[src/verilog/cog_defines.vh]
// Purpose: Constants for the clock output generator block
// Assumes: 8-bit special function register bus inside the core
// Notes:   Offsets are special function register addresses
`ifndef COG_DEFINES_VH
`define COG_DEFINES_VH

`define COG_CFG_ADDR     8'h8f
`define COG_PORT_ADDR    8'hb6
`define COG_REG_RESET    8'h00
`define COG_CLR_BIT      7
`define COG_INV_BIT      6
`define COG_SYM_BIT      5
`define COG_DIV_MSB      4
`define COG_DIV_LSB      0
`define COG_IRQ1_ANY_BIT 7
`define COG_IRQ0_ANY_BIT 6
`define COG_PIN6_BIT     5
`define COG_PIN4_BIT     4
`define COG_EN_BIT       3
`define COG_REFEN_BIT    2
`define COG_RSVD_MASK    8'hfc
`define COG_DIV_PASS     5'h01
`define COG_CNT_ONE      5'h01
`define COG_CNT_ZERO     5'h00

`endif

[src/verilog/cog_clock_output_generator.v]
// Purpose: Divided clock output, pin routing and external interrupt edge select
// Assumes: ref_clk is the internal 24 MHz oscillator; SFR access is synchronous
// Notes:   Clock output is gated logic on divider flops and ~ref_clk; one period counts in ref_clk cycles
// How it works
// - Interrupt 1 edge bit: 0 one edge with configured polarity, 1 any edge.
// - Interrupt 0 edge bit works the same way for interrupt 0.
// - Pin-select bit 0 routes clock to GPIO[4], bit 1 to GPIO[6].
// - Pin routing follows only pin-select bits; enable gates only the waveform.
// - Clearing enable finishes the current period, then holds clock at 0.
// - Reference-input enable forces GPIO[3] to input, overriding port registers.
// - Clock derives from the 24 MHz oscillator, ignoring system clock divider.
// - Divider ratio spans 1 to 31 in steps of one.
// - Without clear, a new ratio is adopted only when the running period completes.
// - Writing 1 to clear resets the divider and forces the clock to 0.
// - Reading clear returns idle: 1 idle, 0 while a period runs.
// - Clear plus new ratio in one write switches to the ratio at once.
// - Inverter is the last stage; disabled output rests at invert value.
// - Inversion changes apply immediately and may glitch the output.
// - Symmetry option keeps 1:1 duty even for odd ratios.
// - Division field 0 or 1 passes the inverted oscillator (~ref_clk) through undivided.
// - Symmetry set combines two flops for near half duty cycle.
// - Symmetry clear and odd ratio: low part one cycle shorter.
`timescale 1ns/1ps
`include "cog_defines.vh"

module cog_clock_output_generator (
  input  wire       ref_clk,
  input  wire       resetn,
  input  wire [7:0] sfr_addr,
  input  wire       sfr_wr,
  input  wire [7:0] sfr_wdata,
  input  wire       sfr_rd,
  output reg  [7:0] sfr_rdata,
  input  wire       irq0_pin,
  input  wire       irq1_pin,
  input  wire       irq0_polarity,
  input  wire       irq1_polarity,
  output reg        irq0_event,
  output reg        irq1_event,
  output wire       clk_out,
  output wire       gpio4_clk_select,
  output wire       gpio6_clk_select,
  output wire       gpio3_ref_input,
  output wire       gpio3_ref_clk
);

  // Register state
  reg  [7:0] cfg_reg;
  reg  [7:0] port_reg;
  reg  [4:0] div_reg;
  reg  [4:0] cnt_reg;
  reg        phase_reg;
  reg        sym_reg;
  reg        busy_reg;
  reg        gen_reg;
  reg        half_reg;
  reg        irq0_last_reg;
  reg        irq1_last_reg;
  reg  [4:0] div_next;
  reg  [4:0] cnt_next;
  reg        phase_next;
  reg        busy_next;
  reg        gen_next;
  reg        half_next;

  wire       cfg_wr   = sfr_wr && (sfr_addr == `COG_CFG_ADDR);
  wire       port_wr  = sfr_wr && (sfr_addr == `COG_PORT_ADDR);
  wire       clr_wr   = cfg_wr && sfr_wdata[`COG_CLR_BIT];
  wire       gen_en   = port_reg[`COG_EN_BIT];
  wire [4:0] div_fld  = cfg_reg[`COG_DIV_MSB:`COG_DIV_LSB];
  wire       inv      = cfg_reg[`COG_INV_BIT];
  wire       sym      = cfg_reg[`COG_SYM_BIT];

  // Effective ratio: 0 and 1 mean pass-through
  function pass_thru;
    input [4:0] d;
    begin
      pass_thru = (d <= `COG_DIV_PASS);
    end
  endfunction

  // Edge detect for an interrupt pin under edge-select and polarity
  function edge_hit;
    input cur;
    input last;
    input any_edge;
    input neg;
    begin
      if (any_edge) begin
        edge_hit = cur ^ last;
      end else if (neg) begin
        edge_hit = last & ~cur;
      end else begin
        edge_hit = cur & ~last;
      end
    end
  endfunction

  // Register writes; clear bit is write-only strobe, stored as zero
  always @(posedge ref_clk or negedge resetn) begin
    if (!resetn) begin
      cfg_reg  <= `COG_REG_RESET;
      port_reg <= `COG_REG_RESET;
    end else begin
      if (cfg_wr) begin
        cfg_reg <= {1'b0, sfr_wdata[6:0]};
      end
      if (port_wr) begin
        port_reg <= sfr_wdata & `COG_RSVD_MASK;
      end
    end
  end

  // Divider next-state
  always @* begin
    div_next   = div_reg;
    cnt_next   = cnt_reg;
    phase_next = phase_reg;
    busy_next  = busy_reg;
    gen_next   = gen_reg;
    half_next  = half_reg;
    if (clr_wr) begin
      // Reset divider, force output low, take new ratio now
      cnt_next   = `COG_CNT_ZERO;
      phase_next = 1'b0;
      busy_next  = 1'b0;
      gen_next   = 1'b0;
      half_next  = 1'b0;
      div_next   = sfr_wdata[`COG_DIV_MSB:`COG_DIV_LSB];
    end else if (!busy_reg) begin
      // Idle: ratio is loaded only between periods
      div_next   = div_fld;
      phase_next = 1'b0;
      half_next  = 1'b0;
      if (gen_en) begin
        busy_next = 1'b1;
        cnt_next  = `COG_CNT_ONE;
        gen_next  = 1'b1;
        if (pass_thru(div_fld)) begin
          phase_next = 1'b1;
        end
      end
    end else if (pass_thru(div_reg)) begin
      // Undivided: period is one ref_clk cycle
      busy_next  = 1'b0;
      phase_next = 1'b0;
      if (gen_en) begin
        div_next   = div_fld;
        phase_next = pass_thru(div_fld);
        busy_next  = 1'b1;
        cnt_next   = `COG_CNT_ONE;
      end
    end else begin
      // Low part first: floor(d/2) cycles, then high part
      cnt_next = cnt_reg + `COG_CNT_ONE;
      if (cnt_reg == (div_reg >> 1)) begin
        phase_next = 1'b1;
      end
      if (cnt_reg == div_reg) begin
        // Period boundary
        phase_next = 1'b0;
        busy_next  = 1'b0;
        cnt_next   = `COG_CNT_ZERO;
        if (gen_en) begin
          div_next   = div_fld;
          busy_next  = 1'b1;
          cnt_next   = `COG_CNT_ONE;
          phase_next = pass_thru(div_fld);
        end
      end
    end
  end

  // Divider state, clocked by the oscillator only
  always @(posedge ref_clk or negedge resetn) begin
    if (!resetn) begin
      div_reg   <= `COG_CNT_ZERO;
      cnt_reg   <= `COG_CNT_ZERO;
      phase_reg <= 1'b0;
      busy_reg  <= 1'b0;
      gen_reg   <= 1'b0;
      half_reg  <= 1'b0;
    end else begin
      div_reg   <= div_next;
      cnt_reg   <= cnt_next;
      phase_reg <= phase_next;
      busy_reg  <= busy_next;
      gen_reg   <= gen_next;
      half_reg  <= half_next;
    end
  end

  // Falling-edge copy delays the rising edge of the high part by half a cycle
  always @(negedge ref_clk or negedge resetn) begin
    if (!resetn) begin
      sym_reg <= 1'b0;
    end else begin
      sym_reg <= phase_reg;
    end
  end

  // Symmetric mode ANDs both flops for odd ratios: the high part loses half a
  // cycle, the low part gains it, so both halves are d/2 cycles; inverter last
  wire odd_div  = div_reg[0] && !pass_thru(div_reg);
  wire sym_mix  = (sym && odd_div) ? (phase_reg & sym_reg) : phase_reg;
  wire pass_clk = phase_reg & ~ref_clk;
  wire raw_clk  = pass_thru(div_reg) ? pass_clk : sym_mix;
  assign clk_out = raw_clk ^ inv;

  // Pin routing depends only on pin-select bits
  assign gpio4_clk_select = port_reg[`COG_PIN4_BIT];
  assign gpio6_clk_select = port_reg[`COG_PIN6_BIT];
  assign gpio3_ref_input  = port_reg[`COG_REFEN_BIT];
  assign gpio3_ref_clk    = port_reg[`COG_REFEN_BIT] & irq0_pin ^ irq0_pin & 1'b0;

  // External interrupt edge detection
  always @(posedge ref_clk or negedge resetn) begin
    if (!resetn) begin
      irq0_last_reg <= 1'b0;
      irq1_last_reg <= 1'b0;
      irq0_event    <= 1'b0;
      irq1_event    <= 1'b0;
    end else begin
      irq0_last_reg <= irq0_pin;
      irq1_last_reg <= irq1_pin;
      irq0_event    <= edge_hit(irq0_pin, irq0_last_reg,
                                port_reg[`COG_IRQ0_ANY_BIT], irq0_polarity);
      irq1_event    <= edge_hit(irq1_pin, irq1_last_reg,
                                port_reg[`COG_IRQ1_ANY_BIT], irq1_polarity);
    end
  end

  // Read mux; clear bit reads as idle status
  always @(posedge ref_clk or negedge resetn) begin
    if (!resetn) begin
      sfr_rdata <= `COG_REG_RESET;
    end else if (sfr_rd) begin
      if (sfr_addr == `COG_CFG_ADDR) begin
        sfr_rdata <= {~busy_reg, cfg_reg[6:0]};
      end else if (sfr_addr == `COG_PORT_ADDR) begin
        sfr_rdata <= port_reg;
      end else begin
        sfr_rdata <= `COG_REG_RESET;
      end
    end
  end

endmodule // cog_clock_output_generator

[config.mk]
export PLATFORM = sky130hd
export DESIGN_NAME = cog_clock_output_generator
export DESIGN_NICKNAME = d
export VERILOG_FILES = /design/src/verilog/cog_clock_output_generator.v
export VERILOG_INCLUDE_DIRS = /design/src /design/src/verilog
export SDC_FILE = /design/constraint.sdc
export NUM_CORES = 1
export LEC_CHECK = 0
export BUFFER_PORTS_ARGS = -buffer_cell sky130_fd_sc_hd__clkbuf_2
export CELL_PAD_IN_SITES_DETAIL_PLACEMENT = 1
export CELL_PAD_IN_SITES_GLOBAL_PLACEMENT = 1
export CORE_MARGIN = 2
export CORE_UTILIZATION = 47
export CTS_BUF_LIST = sky130_fd_sc_hd__clkbuf_4 sky130_fd_sc_hd__clkbuf_8
export CTS_CLUSTER_DIAMETER = 50
export DETAILED_ROUTE_END_ITERATION = 7
export PLACE_DENSITY = 0.9
export SLEW_MARGIN = 40
export SYNTH_ARGS = -nofsm -noshare
export SYNTH_HDL_FRONTEND = slang
export SYNTH_SLANG_ARGS = --single-unit
[constraint.sdc]
create_clock -name ref_clk -period 2.9 [get_ports ref_clk]
set_input_delay 0.145 -clock ref_clk [delete_from_list [all_inputs] [get_ports ref_clk]]
set_output_delay 0.145 -clock ref_clk [all_outputs]
set_load 0.005 [all_outputs]
==> run_results.csv <==
group,metric,value,unit
outcome,status,"complete, but fails checks",
outcome,violations,"negative setup slack",
synthesis,synth_largest_area_cell,"dfrtp_1",
global_routing,met2_usage,0.408,
critical_path,cp-end-kind,"output port",
power,p_leak,1.19,nW
synthesis,syn_inst,191,
die,std_cell_rows,23,
global_routing,grt_max_degree,38,
detailed_routing,vias,1675,
synthesis,synthArstFlopShare,1.00,
detailed_routing,ant_nets,0,
placed_design,portBuffers,38,
detailed_routing,routedWlPerCell,18.1,um
timing,worst_pin_slew,677,ps
synthesis,netlist.area_leader.share,0.466,
cells_and_area,fillers,463,
timing,rsz0062_at_grt,"true",
global_routing,grt-busiest-layer,"met2",
die,pin_count,39,
cells_and_area,n_antenna_cell,0,
timing,finalSetupViolCount,2,
die,coreArea,4030,sq um
global_routing,antenna_found_initial,0,
job,maxCapViolations,0,
detailed_routing,drt_iter0_markers,68,
min_path,min_path_type,"primary input to flop",
global_routing,use_met1,0.260,
die,chipHeight,69,um
clocking,clk_pin_slew,70,ps
timing,maxSlewViolCount,0,
synthesis,synth-main-ff-cell,"dfrtp_1",
synthesis,synth.area.top_cells,"dfrtp_1 47%, mux2_2 6.8%, a22oi_1 4.2%, nor2_1 3.6%, ha_1 3.2%",
clocking,tritoncts,"built",
timing,tns,-40.8,ps
synthesis,syn_nets,220,
synthesis,synth.distinct_cells,40,
synthesis,syn_area,1990,sq um
detailed_routing,finalWirelength,5.26,mm
cells_and_area,area_growth,23.1,%
timing,final-hold-violation-count,0,
cells_and_area,drive_gt1_frac,0.286,
timing,maxSlewHeadroom,0.544,
cells_and_area,regArea,951,sq um
synthesis,synth_edf_count,0,
cells_and_area,largest_reg_flops,8,
global_routing,grt_pass1_vias,1866,
timing,setup_ws,-40.8,ps
critical_path,critPathMaxFanout,1,
cells_and_area,finalNetCount,269,
placed_design,hpwlAfterDp,3.63,mm
timing,clock_skew,17.3,ps
global_routing,met3_usage,0.0775,
detailed_routing,drc,0,
die,die_x,69,um
cells_and_area,multi_input_area,943,sq um
synthesis,yosysSeqAreaShare,0.479,
placed_design,routabilityCongestion,0.838,
global_routing,grt.total_usage,0.238,
synthesis,ys.warnings.count,0,
die,dieArea,4760,sq um
synthesis,synth_seq_cells,38,
critical_path,cp-start-kind,"flop",
global_routing,grt_pass1_wl,8.81,mm
power,peakVddDrop,0.297,mV
detailed_routing,drt-vias-per-instance,5.76,
detailed_routing,dr.pass1.iters,4,
synthesis,avgSynthCellArea,10.4,sq um
power,powerDensity,640,nW/um^2
critical_path,crit_arrival,2800,ps
placed_design,preCtsSetupSlack,344,ps
clocking,worstSkewPairLatency,420,ps
critical_path,crit_type,"flop to output port",
die,initial_core_util,0.493,
critical_path,cp.required,2760,ps
global_routing,globalRouteOverflowTotal,0,
critical path, cell delays in order (launching register included):
cell and delay [ps]:
dfrtn_1 350, o311ai_2 290, xnor2_1 160, buf_2 130
layout make-up:
cell class                 count  area share
clock buffer                  11      0.0558
clock inverter                 1      0.0123
inverter                       9      0.0138
multi-input combinational    134       0.386
sequential                    38       0.389
tap                           50      0.0256
timing repair buffer          48       0.118
Yosys cell counts, types with 2 or more instances:
| cell | number |
|---|---|
| a211oi_1 | 6 |
| a21oi_1 | 10 |
| a22oi_1 | 11 |
| and2_1 | 3 |
| buf_2 | 2 |
| buf_6 | 3 |
| clkbuf_1 | 3 |
| clkbuf_2 | 2 |
| dfrtp_1 | 37 |
| ha_1 | 5 |
| inv_1 | 9 |
| mux2_2 | 12 |
| mux2i_1 | 3 |
| nand2_1 | 11 |
| nand2b_1 | 3 |
| nand3_1 | 10 |
| nand4b_1 | 2 |
| nor2_1 | 19 |
| nor2b_1 | 2 |
| nor3b_1 | 3 |
| nor4_1 | 3 |
| o21ai_0 | 3 |
| o41ai_1 | 4 |
| xnor2_1 | 4 |
| xor2_1 | 6 |
metrics by stage:
stage	cell area (sq um)	power [mW]	instances	hold slack (ps)	util
after floorplan	1990	0.875	191	-151	-
after global placement	2200	0.949	272	274	0.545
after detailed placement	2200	0.970	272	279	0.545
after CTS	2440	1.57	291	11.7	0.607
after global routing	2440	1.65	291	3.84	0.607
final	2440	1.56	291	14.6	0.607
final timing paths:
path,from,endpoint,slack [ps],cells past startpoint
max,sym_reg,clk_out,-40,3
min,sfr_wdata[0],div_reg[0],10,3
max reg2reg,div_reg[1],div_reg[4],830,4
min reg2reg,port_reg[6],irq0_event,520,1
max in group asynchronous,resetn,sym_reg,1350,2
min in group asynchronous,resetn,port_reg[6],390,3
layout by cell type (no fill, tap or decap), types with 4 or more instances in the layout:
master | synthesis | routed
xor2_1 | 6 | 6
nand2_1 | 11 | 11
clkbuf_8 | 0 | 9
dlygate4sd3_1 | 0 | 8
xnor2_1 | 4 | 4
nor2_1 | 19 | 19
mux2_2 | 12 | 12
o41ai_1 | 4 | 4
a22oi_1 | 11 | 11
a21oi_1 | 10 | 10
a211oi_1 | 6 | 6
nand3_1 | 10 | 10
dfrtp_1 | 37 | 37
inv_1 | 9 | 9
ha_1 | 5 | 5
clkbuf_2 | 2 | 37
power breakdown:
group / leakage (nW) / switching [mW] / total [mW] / internal, mW
clock network: 0.0952 / 0.214 / 0.596 / 0.383
registers: 0.505 / 0.0870 / 0.669 / 0.582
logic: 0.585 / 0.167 / 0.299 / 0.132
total: 1.19 / 0.468 / 1.56 / 1.10
per-layer routing:
layer	vias to the layer above	wire (um)
met5	-	0
met3	13	216
met4	0	126
met2	42	2770
li1	782	-
met1	838	2140
cell families after synthesis:
family                   share of synthesized area
XOR/XNOR                                    0.0441
adder cells (fa/ha/maj)                     0.0315
buffers and inverters                       0.0498
multiplexers                                0.0832
flip-flops                                   0.479
AND/OR/NAND/NOR                              0.171
AO/OA/AOI/OAI                                0.142
what timing repair did:
| action | in CTS | in global routing |
|---|---|---|
| gates resized for setup | 2 | 1 |
| setup endpoints to repair | 2 | 2 |
| hold buffers | 8 | 0 |
| hold endpoints to repair | 45 | 0 |
| setup buffers | 0 | 0 |
| pin swaps | 1 | 0 |
Note: power is estimated with default switching activity, not from simulation.
